<file path="config.mk">
export PLATFORM = sky130hd
export DESIGN_NAME = fsl_top
export DESIGN_NICKNAME = d
export VERILOG_FILES = /design/src/shared/fsl_pkg.sv /design/src/hdl/fsl_pattern.sv /design/src/hdl/fsl_top.sv
export SDC_FILE = /design/constraint.sdc
export NUM_CORES = 1
export LEC_CHECK = 0
export BUFFER_PORTS_ARGS = -buffer_cell sky130_fd_sc_hd__buf_2
export CAP_MARGIN = 20
export CORE_ASPECT_RATIO = 1.2
export CORE_MARGIN = 2
export CORE_UTILIZATION = 45
export CTS_CLUSTER_DIAMETER = 120
export DETAILED_ROUTE_END_ITERATION = 10
export PLACE_DENSITY_LB_ADDON = 0.25
export SYNTH_ARGS = -nofsm -noshare
export SYNTH_HDL_FRONTEND = slang
export SYNTH_SLANG_ARGS = --single-unit
</file>
<file path="constraint.sdc">
create_clock -name clk -period 2.41 [get_ports clk]
set_input_delay 0.482 -clock clk [delete_from_list [all_inputs] [get_ports clk]]
set_output_delay 0.482 -clock clk [all_outputs]
set_load 0.01 [all_outputs]
</file>
<file path="src/shared/fsl_pkg.sv">
// constants and types shared by the fieldbus status indicator block
package fsl_pkg;
  // system clock and base tick of the indicator patterns
  localparam int CLK_HZ = 50_000_000;
  localparam int TICK_MS = 50;
  localparam int TICK_CYCLES = (CLK_HZ / 1000) * TICK_MS;
  // pattern timing in ticks
  localparam int BLINK_TICKS = 4;
  localparam int FLASH_TICKS = 4;
  localparam int FRAME_TICKS = 24;
  localparam int ACT_HOLD_TICKS = 2;
  // two network ports
  localparam int NUM_PORTS = 2;
  // single precision field layout
  localparam int FLT_MAN_W = 23;
  localparam logic [7:0] FLT_BIAS = 8'h7F;
  localparam logic [31:0] WEIGHT_RST = 32'h0000_0000;
  // slave state machine state as seen by the indicators
  typedef enum logic [1:0] {
    FSL_INIT,
    FSL_PREOP,
    FSL_SAFEOP,
    FSL_OP
  } fsl_ecat_t;
endpackage

</file>
<file path="src/hdl/fsl_pattern.sv">
// tick divider and blink, flash and flicker pattern generator
`timescale 1ns/10ps
module fsl_pattern #(
  parameter int TICK_CYCLES = fsl_pkg::TICK_CYCLES,
  parameter int BLINK_TICKS = fsl_pkg::BLINK_TICKS,
  parameter int FLASH_TICKS = fsl_pkg::FLASH_TICKS,
  parameter int FRAME_TICKS = fsl_pkg::FRAME_TICKS
) (
  // clock and reset
  input wire logic clk,
  input wire logic rstn,
  // patterns
  output logic tick_q,
  output logic blink_q,
  output logic single_q,
  output logic double_q,
  output logic flicker_q
);
  import fsl_pkg::*;
  localparam int CW = $clog2(TICK_CYCLES + 1);
  localparam int FW = $clog2(FRAME_TICKS + 1);
  logic [CW-1:0] div_q;
  logic [FW-1:0] frame_q;

  // one divider sets every pattern, so all lamps stay in phase
  always_ff @(posedge clk or negedge rstn) begin
    if (!rstn) begin
      div_q <= '0;
      tick_q <= 1'b0;
    end else if (div_q == CW'(TICK_CYCLES - 1)) begin
      div_q <= '0;
      tick_q <= 1'b1;
    end else begin
      div_q <= div_q + CW'(1);
      tick_q <= 1'b0;
    end
  end

  always_ff @(posedge clk or negedge rstn) begin
    if (!rstn) begin
      frame_q <= '0;
      flicker_q <= 1'b0;
    end else if (tick_q) begin
      frame_q <= (frame_q == FW'(FRAME_TICKS - 1)) ? '0 : frame_q + FW'(1);
      flicker_q <= ~flicker_q;
    end
  end

  // frame: blink alternates every BLINK_TICKS; single is flash on, long gap; double is flash on, gap, flash on, long gap
  always_ff @(posedge clk or negedge rstn) begin
    if (!rstn) begin
      blink_q <= 1'b0;
      single_q <= 1'b0;
      double_q <= 1'b0;
    end else begin
      blink_q <= ((frame_q / FW'(BLINK_TICKS)) % FW'(2)) == FW'(0);
      single_q <= frame_q < FW'(FLASH_TICKS);
      double_q <= (frame_q < FW'(FLASH_TICKS)) ||
                  (frame_q >= FW'(2 * FLASH_TICKS) && frame_q < FW'(3 * FLASH_TICKS));
    end
  end
endmodule

</file>
<file path="src/hdl/fsl_top.sv">
// fieldbus status indicators and weight value format selection
`timescale 1ns/10ps
module fsl_top #(
  parameter int TICK_CYCLES = fsl_pkg::TICK_CYCLES,
  parameter int ACT_HOLD_TICKS = fsl_pkg::ACT_HOLD_TICKS
) (
  // clock and reset
  input wire logic clk,
  input wire logic rstn,
  // slave state and fatal condition from the interface controller
  input wire fsl_pkg::fsl_ecat_t slave_state,
  input wire logic fatal_event,
  // error conditions, levels held while present
  input wire logic cfg_invalid,
  input wire logic unsol_change,
  input wire logic wdog_timeout,
  input wire logic ctrl_fail,
  // port status from the phys, asynchronous
  input wire logic [fsl_pkg::NUM_PORTS-1:0] link_up,
  input wire logic [fsl_pkg::NUM_PORTS-1:0] link_act,
  // weight value in and format setting
  input wire logic signed [31:0] weight_in,
  input wire logic weight_stb,
  input wire logic fmt_float,
  // lamps
  output logic run_green_q,
  output logic run_red_q,
  output logic err_red_q,
  output logic [fsl_pkg::NUM_PORTS-1:0] link_green_q,
  // reported weight
  output logic [31:0] weight_out_q,
  output logic weight_vld_q
);
  import fsl_pkg::*;
  localparam int HW = $clog2(ACT_HOLD_TICKS + 2);

  logic tick;
  logic pat_blink;
  logic pat_single;
  logic pat_double;
  logic pat_flicker;
  logic [NUM_PORTS-1:0] link_s1_q;
  logic [NUM_PORTS-1:0] link_s2_q;
  logic [NUM_PORTS-1:0] act_s1_q;
  logic [NUM_PORTS-1:0] act_s2_q;
  logic [NUM_PORTS-1:0] act_s3_q;
  logic [HW-1:0] hold_q [NUM_PORTS];
  logic run_green_d;
  logic run_red_d;
  logic err_red_d;

  fsl_pattern #(
    .TICK_CYCLES(TICK_CYCLES),
    .BLINK_TICKS(BLINK_TICKS),
    .FLASH_TICKS(FLASH_TICKS),
    .FRAME_TICKS(FRAME_TICKS)
  ) u_pattern (
    .clk(clk),
    .rstn(rstn),
    .tick_q(tick),
    .blink_q(pat_blink),
    .single_q(pat_single),
    .double_q(pat_double),
    .flicker_q(pat_flicker)
  );

  // truncating conversion: magnitudes above 24 bits lose their low bits
  function automatic logic [31:0] fsl_int_to_float(input logic signed [31:0] v);
    logic [31:0] mag;
    logic [31:0] norm;
    logic [4:0] msb;
    logic [7:0] expo;
    mag = v[31] ? (~v + 32'h0000_0001) : v;
    msb = 5'h00;
    for (int i = 0; i < 32; i++) begin
      if (mag[i]) begin
        msb = i[4:0];
      end
    end
    norm = mag << (5'h1F - msb);
    expo = FLT_BIAS + {3'h0, msb};
    if (mag == 32'h0000_0000) begin
      return 32'h0000_0000;
    end
    return {v[31], expo, norm[30:30-FLT_MAN_W+1]};
  endfunction

  // run lamp: fatal overrides the state display
  always_comb begin
    run_green_d = 1'b0;
    run_red_d = 1'b0;
    if (fatal_event) begin
      run_red_d = 1'b1;
    end else begin
      case (slave_state)
        FSL_INIT: run_green_d = 1'b0;
        FSL_PREOP: run_green_d = pat_blink;
        FSL_SAFEOP: run_green_d = pat_single;
        FSL_OP: run_green_d = 1'b1;
        default: run_green_d = 1'b0;
      endcase
    end
  end

  // error lamp: the most severe condition present wins
  always_comb begin
    if (ctrl_fail) begin
      err_red_d = 1'b1;
    end else if (wdog_timeout) begin
      err_red_d = pat_double;
    end else if (cfg_invalid) begin
      err_red_d = pat_blink;
    end else if (unsol_change) begin
      err_red_d = pat_single;
    end else begin
      err_red_d = 1'b0;
    end
  end

  always_ff @(posedge clk or negedge rstn) begin
    if (!rstn) begin
      run_green_q <= 1'b0;
      run_red_q <= 1'b0;
      err_red_q <= 1'b0;
    end else begin
      run_green_q <= run_green_d;
      run_red_q <= run_red_d;
      err_red_q <= err_red_d;
    end
  end

  // phy status is asynchronous to clk
  always_ff @(posedge clk or negedge rstn) begin
    if (!rstn) begin
      link_s1_q <= '0;
      link_s2_q <= '0;
      act_s1_q <= '0;
      act_s2_q <= '0;
      act_s3_q <= '0;
    end else begin
      link_s1_q <= link_up;
      link_s2_q <= link_s1_q;
      act_s1_q <= link_act;
      act_s2_q <= act_s1_q;
      act_s3_q <= act_s2_q;
    end
  end

  // any activity edge on a linked port restarts the hold, so short bursts still show a flicker
  for (genvar p = 0; p < NUM_PORTS; p++) begin : g_port
    always_ff @(posedge clk or negedge rstn) begin
      if (!rstn) begin
        hold_q[p] <= '0;
      end else if (!link_s2_q[p]) begin
        hold_q[p] <= '0;
      end else if (act_s2_q[p] != act_s3_q[p]) begin
        hold_q[p] <= HW'(ACT_HOLD_TICKS + 1);
      end else if (tick && hold_q[p] != '0) begin
        hold_q[p] <= hold_q[p] - HW'(1);
      end
    end

    always_ff @(posedge clk or negedge rstn) begin
      if (!rstn) begin
        link_green_q[p] <= 1'b0;
      end else if (!link_s2_q[p]) begin
        link_green_q[p] <= 1'b0;
      end else if (hold_q[p] != '0) begin
        link_green_q[p] <= pat_flicker;
      end else begin
        link_green_q[p] <= 1'b1;
      end
    end

    link_dark_a: assert property (@(posedge clk) disable iff (!rstn)
      !link_s2_q[p] |=> !link_green_q[p])
      else $error("port lamp lit without link");
    link_idle_a: assert property (@(posedge clk) disable iff (!rstn)
      (link_s2_q[p] && hold_q[p] == '0) |=> link_green_q[p])
      else $error("idle link lamp not steady");
    link_flick_a: assert property (@(posedge clk) disable iff (!rstn)
      (link_s2_q[p] && hold_q[p] != '0) |=> link_green_q[p] == $past(pat_flicker))
      else $error("busy link lamp not flickering");
  end

  // format is sampled with each new weight value
  always_ff @(posedge clk or negedge rstn) begin
    if (!rstn) begin
      weight_out_q <= WEIGHT_RST;
      weight_vld_q <= 1'b0;
    end else begin
      weight_vld_q <= weight_stb;
      if (weight_stb) begin
        weight_out_q <= fmt_float ? fsl_int_to_float(weight_in) : weight_in;
      end
    end
  end

  run_init_a: assert property (@(posedge clk) disable iff (!rstn)
    (slave_state == FSL_INIT && !fatal_event) |=> (!run_green_q && !run_red_q))
    else $error("run lamp lit in init");
  run_op_a: assert property (@(posedge clk) disable iff (!rstn)
    (slave_state == FSL_OP && !fatal_event) |=> (run_green_q && !run_red_q))
    else $error("run lamp not steady in operational");
  run_fatal_a: assert property (@(posedge clk) disable iff (!rstn)
    fatal_event |=> (run_red_q && !run_green_q))
    else $error("run lamp not red on fatal");
  run_safeop_a: assert property (@(posedge clk) disable iff (!rstn)
    (slave_state == FSL_SAFEOP && !fatal_event) |=> run_green_q == $past(pat_single))
    else $error("run lamp not single flash");
  run_preop_a: assert property (@(posedge clk) disable iff (!rstn)
    (slave_state == FSL_PREOP && !fatal_event) |=> (run_green_q == $past(pat_blink) && !run_red_q))
    else $error("run lamp not blinking in pre-operational");
  err_cfg_a: assert property (@(posedge clk) disable iff (!rstn)
    (cfg_invalid && !ctrl_fail && !wdog_timeout) |=> err_red_q == $past(pat_blink))
    else $error("error lamp not blinking on bad config");
  err_unsol_a: assert property (@(posedge clk) disable iff (!rstn)
    (unsol_change && !cfg_invalid && !ctrl_fail && !wdog_timeout) |=> err_red_q == $past(pat_single))
    else $error("error lamp not single flash");
  err_wdog_a: assert property (@(posedge clk) disable iff (!rstn)
    (wdog_timeout && !ctrl_fail) |=> err_red_q == $past(pat_double))
    else $error("error lamp not double flash");
  err_clear_a: assert property (@(posedge clk) disable iff (!rstn)
    (!ctrl_fail && !wdog_timeout && !cfg_invalid && !unsol_change) |=> !err_red_q)
    else $error("error lamp lit without error");
  err_fail_a: assert property (@(posedge clk) disable iff (!rstn)
    ctrl_fail |=> err_red_q)
    else $error("error lamp not steady on controller failure");
  weight_fmt_a: assert property (@(posedge clk) disable iff (!rstn)
    (weight_stb && !fmt_float) |=> (weight_vld_q && weight_out_q == $past(weight_in)))
    else $error("integer weight not passed through");
  weight_flt_a: assert property (@(posedge clk) disable iff (!rstn)
    (weight_stb && fmt_float && weight_in == 32'sh0000_0001) |=> weight_out_q == 32'h3F80_0000)
    else $error("float weight of one wrong");
endmodule

</file>
## After elaboration in Yosys (flattened, before gate mapping)

Cells that the tools add are included.

- Output and inout port bits: 38
- Bits of input ports: 47
- Register bits: 84
- Logic and storage cells: 110

- Order comparisons: 3
- Reductions and logical operators: 9
- Bitwise gates (word level): 2
- Eq/ne operators: 9
- Add/subtract/negate cells: 7
- Multiplexer cells: 58
- Shift operators: 1

Operators by type and width:

| kind | number |
|---|---|
| two-way mux 5 bit | 32 |
| two-way mux 32 bit | 4 |
| adder 32 x 1 -> 32 bit, second input constant | 1 |
| zero test 32 bit | 1 |
| NOT 32 bit | 1 |
| << shifter 32 x 5 -> 31 bit | 1 |
| adder 22 x 1 -> 22 bit, second input constant | 1 |
| == test 22 bit, second input constant | 1 |
| two-way mux 22 bit | 1 |
| two-way mux 1 bit | 14 |
| two-way mux 2 bit | 6 |
| adder 7 x 5 -> 8 bit, first input constant | 1 |
| != test 3 x 1 -> 1 bit, second input constant | 2 |
| adder 5 x 1 -> 5 bit, second input constant | 1 |
| == test 5 bit, second input constant | 1 |
| >= comparator 5 x 4 -> 1 bit, second input constant | 1 |
| zero test 5 bit | 1 |
| < comparator 5 x 3 -> 1 bit, second input constant | 1 |
| < comparator 5 x 4 -> 1 bit, second input constant | 1 |
| subtractor 5 bit, first input constant | 1 |
| == test 2 bit, second input constant | 2 |
| case mux 1 bit (4 select lines) | 1 |
| nonzero test 2 bit | 2 |
| subtractor 2 x 1 -> 2 bit, second input constant | 2 |
| other kinds (6) | 9 |

## Logic depth before layout (Yosys ltp)

Gate-level depths: netlist of run 1.

- Depth after elaboration: 39
- Depth in mapped cells: 20
- Gate-level depth less buffers: 16

## By module

A second synthesis of run 1 with hierarchy kept.

- Cell total of the unflattened synthesis: 1,046
- Area, all modules: 7,965.1 µm²

By module, submodules not included:

| module | sequential area each (µm²) | cells each | times used | area each (µm²) |
|---|---|---|---|---|
| fsl_top | 1,301.2 | 908 | 1 | 6,525.0 |
| fsl_pattern | 800.8 | 138 | 1 | 1,440.1 |

## Least setup slack after synthesis of run 1

OpenSTA, ideal clock, no wires.

- Path type: input to register
- From: input port weight_in[0]
- To: register weight_out_q[27]
- Setup slack: -2.491 ns
- Setup time: 0.064 ns
- Arrival time: 4.836 ns
- Path buffers: 3
- Stages on the path: 18
- Required time: 2.346 ns
- Cell sequence: clkbuf_1 -> inv_1 -> ha_1 -> or4b_2 -> nor4_1 -> o211ai_1 -> nor3_1 -> o21a_1 -> o21ai_0 -> a211o_1 -> inv_1 -> buf_2 -> buf_1 -> ha_1 -> nand3_1 -> or3_1 -> a311oi_1 -> a21o_1

- Longest elaborated chain between the ends: 38
- Elaborated cells on any way between the ends: 41
- Those cells by class: 2 x add/sub; 37 x mux; 1 x bitwise; 1 x reduce/logical

Ends and longest elaborated chain:

| item | line | text |
|---|---|---|
| start: declaration | fsl_top.sv:22 | `input wire logic signed [31:0] weight_in,` |
| NOT 32 bit | fsl_top.sv:73 | `mag = v[31] ? (~v + 32'h0000_0001) : v;` |
| adder 32 x 1 -> 32 bit | fsl_top.sv:73 |  |
| two-way mux 32 bit (*) | fsl_top.sv:73 |  |
| two-way mux 1 bit | fsl_top.sv:76 | `if (mag[i]) begin` |
| two-way mux 5 bit (30 in series) | fsl_top.sv:76 |  |
| two-way mux 5 bit | fsl_top.sv:193 | `if (weight_stb) begin` |
| adder 7 x 5 -> 8 bit | fsl_top.sv:81 | `expo = FLT_BIAS + {3'h0, msb};` |
| two-way mux 32 bit (*) | fsl_top.sv:85 | `return {v[31], expo, norm[30:30-FLT_MAN_W+1]};` |
| two-way mux 32 bit (*) | fsl_top.sv:194 | `weight_out_q <= fmt_float ? fsl_int_to_float(weight_in) : weight_in;` |
| end signal: assignment | fsl_top.sv:194 |  |
| end: declaration | fsl_top.sv:31 | `output logic [31:0] weight_out_q,` |

Every way passes the cells marked *; elsewhere a longest branch is shown, timed or not. The select of a mux whose other input is x is not followed.
A chain may end at the register's enable or synchronous reset.

## Final worst setup path of run 1

- From: input port weight_in[9]
- To: register weight_out_q[16]

- Longest elaborated chain between the ends: 31
- Elaborated cells on any way between the ends: 34
- Those cells by class: 2 x add/sub; 1 x shift; 29 x mux; 1 x bitwise; 1 x reduce/logical

Ends and longest elaborated chain:

| item | line | text |
|---|---|---|
| NOT 32 bit | fsl_top.sv:73 |  |
| adder 32 x 1 -> 32 bit | fsl_top.sv:73 |  |
| two-way mux 32 bit (*) | fsl_top.sv:73 |  |
| two-way mux 5 bit (23 in series) | fsl_top.sv:76 |  |
| two-way mux 5 bit | fsl_top.sv:193 |  |
| subtractor 5 bit | fsl_top.sv:80 | `norm = mag << (5'h1F - msb);` |
| << shifter 32 x 5 -> 31 bit | fsl_top.sv:80 |  |
| two-way mux 32 bit (*) | fsl_top.sv:85 |  |
| two-way mux 32 bit (*) | fsl_top.sv:194 |  |

Marked as above.

==> impl_metrics.env, run 1 <==
export IMPL_crit_arrival_ns=4.52
export IMPL_h_tree_depth=3
export IMPL_worstSetupStartpointType="input port"
export IMPL_clock_latency_ns=0.33
export IMPL_min_delay_path_class="in2async"
export IMPL_grt_pass1_wl_um=45670
export IMPL_first_iter_violations=570
export IMPL_postRouteAntennaNets=0
export IMPL_die_y_um=147.7
export IMPL_critPathKind="in2reg"
export IMPL_start_util_pct=45.94
export IMPL_die_x_um=123.7
export IMPL_areaGrowthSynthToFinish_pct=51.95
export IMPL_reg2reg_from="u_pattern.div_q[2]$_DFF_PN0_"
export IMPL_ys_ff_latch=84
export IMPL_synth_top_area_share_pct=27.15
export IMPL_dp_hpwl_um=22780
export IMPL_dp_slack_ns=-2.180
export IMPL_synthFlopType="dfrtp_1"
export IMPL_tns_ns=-52.46
export IMPL_tightest_slew_ns=0.6441
export IMPL_vias=9185
export IMPL_wirelength_um=29860
export IMPL_syn_avg_cell_area_um2=8.030
export IMPL_power_density_mw_per_mm2=455.8
export IMPL_synth_distinct_cells=89
export IMPL_grt_max_degree=50
export IMPL_worst_path_max_fanout=16
export IMPL_fin_ws_ns=-1.861
export IMPL_status="complete, but fails checks"
export IMPL_syn_nets=1018
export IMPL_dp_cells=1478
export IMPL_io_buffer_count=84
export IMPL_dpl_cell_area_mm2=0.01057
export IMPL_final_max_slew_violation_count=0
export IMPL_coreArea_mm2=0.01685
export IMPL_rr_worst_depth=8
export IMPL_diodes=0
export IMPL_mostFrequentLayoutCells="301 x buf_4, 88 x nor2_1, 84 x dfrtp_1"
export IMPL_hold_viol=0
export IMPL_violations="negative setup slack"
export IMPL_fmax_ghz=0.2342
export IMPL_leakagePower_nw=5.108
export IMPL_max_slew_margin_pct=56.52
export IMPL_dieArea_mm2=0.01827
export IMPL_cp_end_kind="flop"
export IMPL_fill_cells=1375
export IMPL_drv_cap=0
export IMPL_drive_above_1_share_pct=44.05
export IMPL_syn_inst=964
export IMPL_yosys_area_top_type="dfrtp_1"
export IMPL_cts_tree="built"
export IMPL_gp_congestion=0.9548
export IMPL_vdd_drop_max_uv=398.4
export IMPL_yosys_top_cells_area="dfrtp_1 27%, mux2i_1 7.4%, nor2_1 4.5%"
export IMPL_grt_overflow=0
export IMPL_antenna_found_initial=0
export IMPL_setup_viol=32
export IMPL_r2r_end="u_pattern.div_q[21]$_DFF_PN0_"
export IMPL_cts_buffers=9
export IMPL_cts_root_buf="clkbuf_16"
export IMPL_async_flop_share_pct=100.0
export IMPL_wire_per_inst_um=19.66
export IMPL_finalCriticalPeriod_ns=4.271
export IMPL_synth_area_mm2=0.007741
export IMPL_fin_nets=1352
export IMPL_dr_pass1_iters=5
export IMPL_rows=52
export IMPL_num_io_pins=85
export IMPL_synth_edf_count=0
export IMPL_path_clk_slew_ns=0.06
export IMPL_final_common_cell="buf_4"
export IMPL_cts_sinks=84
export IMPL_yosysSeqAreaShare_pct=27.15
export IMPL_fin_cells=1519
export IMPL_cts_buffer_depth=2
export IMPL_vias_per_cell=6.047
export IMPL_required_ns=2.66
export IMPL_finalCritPeriodShare_pct=177.2
export IMPL_design_area_mm2=0.01176
export IMPL_drc_errors=0
export IMPL_grt_pass1_vias=8809
export IMPL_grt_usage_pct=31.86
export IMPL_reg2reg_slack_ns=0.46
export IMPL_fin_worst_skew_ns=0.005572
export IMPL_yosysWarningCount=0
export IMPL_rsz0062_at_grt="yes"
## cells by family after synthesis
family,Yosys count,synth area share [%]
XOR/XNOR,64,7.241
AO/OA/AOI/OAI,279,25.42
multiplexers,76,10.33
flip-flops,84,27.15
buffers and inverters,105,5.641
AND/OR/NAND/NOR,349,23.08
adder cells (fa/ha/maj),7,1.131
## per-stage QoR
stage | utilization [%] | total power, mW | hold WS, ns
floorplan | - | 2.655 | 0.1864
global placement | 62.71 | 3.557 | 0.3348
detailed placement | 62.71 | 3.578 | 0.3403
CTS | 67.53 | 5.197 | 0.1202
global route | 69.80 | 5.597 | 0.1334
finish | 69.80 | 5.361 | 0.1167
## how the worst max path moves through the flow
stage	startpoint	endpoint	slack [ns]	cells after the start
5_1_grt	weight_in[9]	weight_out_q[16]$_DFFE_PN0P_	-1.97	16
4_1_cts	weight_in[9]	weight_out_q[22]$_DFFE_PN0P_	-1.69	15
3_3_place_gp	weight_in[4]	weight_out_q[12]$_DFFE_PN0P_	-2.11	15
6_report	weight_in[9]	weight_out_q[16]$_DFFE_PN0P_	-1.86	15
3_5_place_dp	weight_in[4]	weight_out_q[22]$_DFFE_PN0P_	-2.18	15
2_1_floorplan	weight_in[5]	weight_out_q[20]$_DFFE_PN0P_	-2.02	16
## where the power goes
group / internal, mW / switching [mW]
registers: 1.51 / 0.0609
logic: 1.13 / 1.24
clock network: 0.861 / 0.559
## flip-flops by register name (all words and copies together) (netlist names), 2 cells and up
signal and cells:
link_s2_q 2, link_s1_q 2, u_pattern.div_q 22, weight_out_q 32
act_s2_q 2, hold_q 4, link_green_q 2, act_s3_q 2
act_s1_q 2, u_pattern.frame_q 5
## metal layers
layer / GRT usage, % / share of wire [%]
met1: 40.77 / 40
met4: 17.05 / 5.4
met5: 0 / 0
met2: 52.34 / 48
met3: 3.241 / 5.9
## cells in the mapped netlist, types with 5 or more instances
library cell and n:
inv_1 24, nand2_1 68, a211oi_1 13, a22oi_1 7
clkbuf_1 58, o21a_1 9, or3_1 8, nand2b_1 6
a21o_1 9, dfrtp_1 84, and3_1 12, nor2_1 92
o221ai_1 9, a31oi_1 27, o211ai_1 9, nor4b_1 5
nor3_1 25, a211o_1 6, buf_2 14, nor4_1 21
a21boi_0 6, mux2_2 14, mux2i_1 57, a221oi_1 6
nand3_1 43, xor2_1 27, o31ai_1 14, o22ai_1 10
ha_1 7, a21oi_1 42, xnor2_1 37, or2_2 7
a32oi_1 6, or4_1 6, a41oi_1 6, o21ai_0 50
nor2b_1 13, nand4_1 19
## worst max-delay path: stages
cell and delay [ns]:
buf_6 0.09, or4_4 0.53, or4_4 0.54, o41ai_4 0.23, xor2_1 0.26, nand2_1 0.08
o311a_1 0.38, o41a_1 0.54, nor2_8 0.18, inv_8 0.10, or3_1 0.40, o211ai_1 0.29
buf_4 0.21, nand2_1 0.06, a31oi_1 0.15
## cell type report
type | instances | area (µm²) | area share, %
clock inverters | 5 | 57.56 | 0.4893
multi-input cells | 775 | 6026 | 51.23
inverters | 26 | 107.6 | 0.9148
clock buffers | 11 | 252.7 | 2.149
repair buffers | 402 | 2947 | 25.05
well taps | 216 | 270.3 | 2.298
flip-flops and latches | 84 | 2102 | 17.87
## repair_timing
item                                    in CTS  in global routing
endpoints found under the setup margin      32                 32
hold buffers                                 0                  0
endpoints found under the hold margin        0                  0
pin swaps                                   25                 30
resized for setup                           75                 67
setup buffers                               18                  9
cloned                                       0                  0
No activity file was read; power rests on OpenSTA's default activity.
==> run 2, diff against run 1 <==
--- a/config.mk
+++ b/config.mk
@@ -15,4 +15,5 @@
 export PLACE_DENSITY_LB_ADDON = 0.25
 export SYNTH_ARGS = -nofsm -noshare
 export SYNTH_HDL_FRONTEND = slang
+export SYNTH_HIERARCHICAL = 1
 export SYNTH_SLANG_ARGS = --single-unit
==> run 2 against run 1 <==
Critical path depth up 5. Non-clock buffer count increased by 65. Synthesized cell count rose by 8.5%. Clock skew fell by 0.00076 ns. Critical endpoint is now weight_out_q[19]$_DFFE_PN0P_. Die area rose by 2.8%. Sequential share of layout area is 1.4 points lower. Combinational power up 18%. Via count up 11%. The flow still finishes with violations (negative setup slack). Sequential cell count unchanged.
==> impl_metrics.env, run 2 <==
export IMPL_largest_reg_flops=32
export IMPL_diodes=0
export IMPL_syn_avg_cell_area_um2=7.615
export IMPL_yosys_area_top_type="dfrtp_1"
export IMPL_synth_xor_area_share_pct=6.708
export IMPL_synth_top_family_by_area="compound AO/OA/AOI/OAI gates"
export IMPL_dr_pass1_iters=5
export IMPL_grt_usage_pct=34.28
export IMPL_syn_inst=1046
export IMPL_dieArea_mm2=0.01878
export IMPL_reg2reg_slack_ns=0.54
export IMPL_worstSetupStartpointType="input port"
export IMPL_fmax_ghz=0.2351
export IMPL_cp_end_kind="flop"
export IMPL_coreArea_mm2=0.01744
export IMPL_finalCriticalPeriod_ns=4.254
export IMPL_crit_arrival_ns=4.46
export IMPL_dpl_cell_area_mm2=0.01105
export IMPL_yosys_area_share_adder_pct=1.100
export IMPL_grt_overflow=0
export IMPL_fin_worst_skew_ns=0.004815
export IMPL_synth_most_common_cell="nor2_1"
export IMPL_clock_latency_ns=0.32
export IMPL_max_slew_margin_pct=62.56
export IMPL_design_area_mm2=0.01279
export IMPL_cts_sinks=84
export IMPL_status="complete, but fails checks"
export IMPL_antenna_found_initial=0
export IMPL_drive_above_1_share_pct=47.06
export IMPL_tightest_slew_ns=0.5576
export IMPL_violations="negative setup slack"
export IMPL_die_y_um=149.7
export IMPL_reg2reg_from="u_pattern/div_q[0]$_DFF_PN0_"
export IMPL_first_iter_violations=806
export IMPL_synth_area_mm2=0.007965
export IMPL_drc_errors=0
export IMPL_synth_top_area_share_pct=26.39
export IMPL_areaGrowthSynthToFinish_pct=60.59
export IMPL_cts_tree="built"
export IMPL_vias_per_cell=6.109
export IMPL_vias=10171
export IMPL_rows=53
export IMPL_async_flop_share_pct=100.0
export IMPL_vdd_drop_max_uv=446.0
export IMPL_hold_viol=0
export IMPL_synthSimpleGateAreaFrac_pct=23.69
export IMPL_gp_congestion=1.045
export IMPL_wire_per_inst_um=20.54
export IMPL_syn_nets=1100
export IMPL_critPathKind="in2reg"
export IMPL_final_max_slew_violation_count=0
export IMPL_rsz0062_at_grt="yes"
export IMPL_dp_hpwl_um=25670
export IMPL_fin_ws_ns=-1.844
export IMPL_die_x_um=125.5
export IMPL_leakagePower_nw=5.524
export IMPL_setup_viol=32
export IMPL_postRouteAntennaNets=0
export IMPL_whs_ns=0.1708
export IMPL_grt_pass1_vias=9756
export IMPL_required_ns=2.61
export IMPL_fill_cells=1368
export IMPL_wirelength_um=34200
export IMPL_cts_root_buf="clkbuf_16"
export IMPL_path_clk_slew_ns=0.06
export IMPL_synthMuxAreaShare_pct=4.822
export IMPL_synth_edf_count=0
export IMPL_start_util_pct=45.67
export IMPL_io_buffer_count=84
export IMPL_rr_worst_depth=6
export IMPL_top_register="weight_out_q"
export IMPL_mostFrequentLayoutCells="347 x buf_4, 99 x nor2_1, 84 x nand2_1, 84 x dfrtp_1, 81 x buf_2"
export IMPL_ys_ff_latch=84
export IMPL_drv_cap=0
export IMPL_yosysWarningCount=6
export IMPL_synthFlopType="dfrtp_1"
export IMPL_num_io_pins=85
export IMPL_finalCritPeriodShare_pct=176.5
export IMPL_synth_common_cells="110 x nor2_1, 90 x o21ai_0, 87 x nand2_1"
export IMPL_cts_buffer_depth=2
export IMPL_grt_max_degree=85
export IMPL_worst_path_max_fanout=11
export IMPL_fin_nets=1495
export IMPL_grt_pass1_wl_um=51200
export IMPL_yosysSeqAreaShare_pct=26.39
export IMPL_crit_start="weight_in[1]"
export IMPL_reg_largest_list="weight_out_q (32), u_pattern/div_q (22), u_pattern/frame_q (5)"
export IMPL_cts_hold_buf=0
export IMPL_final_common_cell="buf_4"
export IMPL_cts_buffers=9
export IMPL_synth_distinct_cells=94
export IMPL_yosys_top_cells_area="dfrtp_1 26%, o21ai_0 5.7%, xnor2_1 5.4%"
export IMPL_min_delay_path_class="in2async"
export IMPL_h_tree_depth=3
export IMPL_r2r_end="u_pattern/div_q[3]$_DFF_PN0_"
export IMPL_power_density_mw_per_mm2=443.8
export IMPL_synth_compound_area_share_pct=30.29
-- run 2: cells by family (layout without fill, tap and decap cells) --
logic type,count (synthesis),after routing
flops,84,84
buf+inv,122,520
fa+ha+maj,7,7
mux,36,36
compound gates,356,356
xor+xnor,61,61
simple gates,380,381
-- run 2: where the power goes --
part           leakage (nW)  switching, mW  internal, mW
logic                  4.36           1.48          1.31
registers              1.03         0.0495          1.51
clock network         0.136          0.532         0.798
total                  5.52           2.06          3.62
-- run 2: what timing repair did --
item	4_1_cts	5_1_grt
resized for setup	134	121
buffers inserted	17	24
setup endpoints to repair	32	32
pin swaps	28	48
cloned	3	1
-- run 2: worst max-delay path by stage --
stage	endpoint	slack, ns	cells after the start
floorplan	weight_out_q[27]$_DFFE_PN0P_	-2.17	24
global placement	weight_out_q[19]$_DFFE_PN0P_	-2.39	17
detailed placement	weight_out_q[19]$_DFFE_PN0P_	-2.46	17
CTS	weight_out_q[19]$_DFFE_PN0P_	-1.77	17
global route	weight_out_q[13]$_DFFE_PN0P_	-1.93	18
finish	weight_out_q[19]$_DFFE_PN0P_	-1.84	20
-- run 2: worst max-delay path, cell delays in order --
cell and delay, ns:
buf_8 0.10, inv_6 0.05, ha_4 0.11, or4b_4 0.50, buf_4 0.21, nand2b_2 0.24, or4_4 0.45, o31ai_4 0.29
mux2_4 0.22, o21ai_4 0.06, buf_4 0.14, or2_4 0.27, buf_4 0.16, o21ai_0 0.14, buf_4 0.15, nor2_1 0.04
a21oi_1 0.17, a211oi_2 0.13, a211oi_2 0.43, o21ai_1 0.09
-- run 2: cell type report --
| type | instances | area [µm²] | share of cell area [%] |
|---|---|---|---|
| clock buffers | 11 | 232.7 | 1.819 |
| flip-flops and latches | 84 | 2102 | 16.43 |
| well taps | 220 | 275.3 | 2.152 |
| clock inverters | 4 | 51.30 | 0.4011 |
| inverters | 37 | 163.9 | 1.281 |
| repair inverters | 1 | 8.758 | 0.06847 |
| multi-input cells | 841 | 6401 | 50.04 |
| repair buffers | 467 | 3556 | 27.80 |
-- run 2: metrics by stage --
stage	setup WS, ns	TNS, ns	utilization [%]	power [mW]	cells
after floorplan	-2.170	-59.91	-	2.704	1046
after global placement	-2.389	-67.23	63.35	3.756	1610
after detailed placement	-2.457	-69.53	63.35	3.773	1610
after CTS	-1.765	-51.08	69.32	5.369	1644
after global routing	-1.929	-55.28	73.34	5.904	1665
final	-1.844	-52.73	73.34	5.677	1665
-- run 2: metal layers --
metal | vias up | wire, µm | GRT usage (%)
li1 | 4684 | - | -
met1 | 4768 | 12990 | 40.81
met2 | 534 | 16440 | 59.54
met3 | 185 | 2400 | 4.004
met4 | 0 | 2369 | 20.28
met5 | - | 0 | 0
==> run 3, diff against run 2 <==
--- a/config.mk
+++ b/config.mk
@@ -17,3 +17,4 @@
 export SYNTH_HDL_FRONTEND = slang
 export SYNTH_HIERARCHICAL = 1
 export SYNTH_SLANG_ARGS = --single-unit
+export TNS_END_PERCENT = 30
==> constraint.sdc (replaced) <==
create_clock -name clk -period 4.98 [get_ports clk]
set_input_delay 0.996 -clock clk [delete_from_list [all_inputs] [get_ports clk]]
set_output_delay 0.996 -clock clk [all_outputs]
set_load 0.01 [all_outputs]
==> run 3 against run 2 <==
The run now ends clean. Cell count down 9.9%. Critical path type unchanged. Largest cell class unchanged. Power down 56%. Largest power group unchanged. Non-clock buffer count down 164. Combinational power down 63%. Worst hold slack better by 0.18 ns. Final area down 18%. Core utilization down 13 points. Clock skew up 0.0038 ns. Register-to-register slack better by 2.4 ns. Sequential share of layout area up 3.6 points. Critical path depth down 4.
==> impl_metrics.env, run 3 (synthesis gave the netlist of run 2 again) <==
export IMPL_die_x_um=125.5
export IMPL_rsz0062_at_grt="yes"
export IMPL_grt_max_degree=85
export IMPL_dpl_cell_area_mm2=0.01002
export IMPL_power_share_sequential_pct=30.2
export IMPL_post_cts_setup_buffers=0
export IMPL_clock_latency_ns=0.33
export IMPL_die_y_um=149.7
export IMPL_finalCriticalPeriod_ns=4.898
export IMPL_postRouteAntennaNets=0
export IMPL_final_max_slew_violation_count=0
export IMPL_min_delay_start="link_s1_q[0]$_DFF_PN0_"
export IMPL_dr_pass1_iters=5
export IMPL_tightest_slew_ns=0.7856
export IMPL_design_area_mm2=0.01047
export IMPL_vias_per_cell=6.166
export IMPL_final_common_cell="buf_4"
export IMPL_start_util_pct=45.67
export IMPL_crit_arrival_ns=5.10
export IMPL_max_slew_margin_pct=47.14
export IMPL_dp_hpwl_um=24450
export IMPL_io_buffer_count=84
export IMPL_path_clk_slew_ns=0.06
export IMPL_fin_nets=1329
export IMPL_mostFrequentLayoutCells="211 x buf_4, 109 x nor2_1, 88 x o21ai_0"
export IMPL_top_register="weight_out_q"
export IMPL_fin_worst_skew_ns=0.008649
export IMPL_dieArea_mm2=0.01878
export IMPL_gp_congestion=1.028
export IMPL_min_to="link_s2_q[0]$_DFF_PN0_"
export IMPL_p_int_mw=1.634
export IMPL_power_frac_comb_pct=41.2
export IMPL_wirelength_um=30620
export IMPL_drive_above_1_share_pct=30.31
export IMPL_grt_usage_pct=31.45
export IMPL_drc_errors=0
export IMPL_h_tree_depth=3
export IMPL_hold_viol=0
export IMPL_reg2reg_slack_ns=2.97
export IMPL_diodes=0
export IMPL_grt_overflow=0
export IMPL_rr_worst_depth=5
export IMPL_finalCritPeriodShare_pct=98.36
export IMPL_min_delay_path_class="reg2reg"
export IMPL_clkPwrFrac_pct=28.6
export IMPL_coreArea_mm2=0.01744
export IMPL_cts_buffers=9
export IMPL_p_sw_uw=862.0
export IMPL_cp_end_kind="flop"
export IMPL_fin_ws_ns=0.08156
export IMPL_largest_reg_flops=32
export IMPL_wire_per_inst_um=20.41
export IMPL_drv_cap=0
export IMPL_r2r_end="u_pattern/div_q[20]$_DFF_PN0_"
export IMPL_rows=53
export IMPL_antenna_found_initial=0
export IMPL_reg2reg_from="u_pattern/div_q[0]$_DFF_PN0_"
export IMPL_areaGrowthSynthToFinish_pct=31.45
export IMPL_p_sw_share_pct=34.54
export IMPL_critPathKind="in2reg"
export IMPL_hold_depth=0
export IMPL_worst_path_max_fanout=6
export IMPL_grt_pass1_wl_um=46760
export IMPL_required_ns=5.18
export IMPL_status="finished clean"
export IMPL_power_density_mw_per_mm2=238.4
export IMPL_num_io_pins=85
export IMPL_grt_pass1_vias=8582
export IMPL_fmax_ghz=0.2041
export IMPL_tns_ns=0
export IMPL_dp_slack_ns=-0.4389
export IMPL_first_iter_violations=723
export IMPL_cts_root_buf="clkbuf_16"
export IMPL_cts_sinks=84
export IMPL_leakagePower_nw=4.492
export IMPL_fill_cells=1638
export IMPL_worstSetupStartpointType="input port"
export IMPL_cts_tree="built"
export IMPL_vias=9249
export IMPL_setup_viol=0
export IMPL_vdd_drop_max_uv=170.2
export IMPL_reg_largest_list="weight_out_q (32), u_pattern/div_q (22), u_pattern/frame_q (5)"
export IMPL_cts_buffer_depth=2
run 3: how the worst max path moves through the flow:
stage / from / end / slack (ns) / depth (start not counted)
2_1_floorplan: weight_in[0] / weight_out_q[27]$_DFFE_PN0P_ / -0.12 / 24
3_3_place_gp: weight_in[1] / weight_out_q[5]$_DFFE_PN0P_ / -0.47 / 19
3_5_place_dp: weight_in[1] / weight_out_q[5]$_DFFE_PN0P_ / -0.44 / 19
4_1_cts: weight_in[1] / weight_out_q[5]$_DFFE_PN0P_ / 0.02 / 20
5_1_grt: weight_in[1] / weight_out_q[12]$_DFFE_PN0P_ / -0.07 / 19
6_report: weight_in[1] / weight_out_q[18]$_DFFE_PN0P_ / 0.08 / 16
run 3: metrics by stage:
stage                     std cells  hold WS, ns  total power [mW]  util, %
after floorplan                1046       0.3312             1.294        -
after global placement         1483       0.3360             1.753    57.47
after detailed placement       1483       0.3378             1.754    57.47
after CTS                      1499       0.3503             2.472    59.34
after global routing           1500       0.3595             2.615    60.03
final                          1500       0.3503             2.496    60.03
run 3: power by group through the flow:
stage	Clock (mW)	Combinational, mW	Sequential (mW)
3_5_place_dp	0	0.989	0.765
6_report	0.713	1.03	0.753
2_1_floorplan	0	0.513	0.781
5_1_grt	0.757	1.10	0.759
4_1_cts	0.725	0.993	0.753
3_3_place_gp	0	0.988	0.765
run 3: area by class of cell:
class | instances | area (µm²) | area share (%)
Timing Repair Buffer | 303 | 2178 | 20.81
Clock buffer | 11 | 242.7 | 2.318
Clock inverter | 5 | 82.58 | 0.7887
Tap cell | 220 | 275.3 | 2.629
Inverter | 37 | 151.4 | 1.446
Sequential cell | 84 | 2102 | 20.08
Multi-Input combinational cell | 840 | 5438 | 51.94
run 3: routing by layer:
layer | vias up | global-route usage, % | share of wire (%)
met4 | 0 | 11.72 | 3.6
met5 | - | 0 | 0
li1 | 4365 | - | -
met3 | 70 | 3.361 | 6.5
met1 | 4393 | 40.25 | 41
met2 | 421 | 54.84 | 49
run 3: repair_timing:
item                                   CTS  global route
pin swaps                                0             4
hold buffers                             0             0
setup endpoints to repair                2            23
gates resized for setup                  1            20
gates cloned                             0             0
endpoints found under the hold margin    0             0
run 3: worst max-delay path, stage by stage:
cell and delay, ns:
buf_2 0.10, inv_1 0.10, ha_4 0.14, or4b_4 0.49, or4_4 0.49, or3_4 0.42, buf_4 0.16, o31ai_2 0.21
nand2_1 0.14, o21a_1 0.24, and3_1 0.31, a221o_1 0.45, a21oi_1 0.26, nor3_1 0.09, a211oi_1 0.36, o31ai_1 0.13
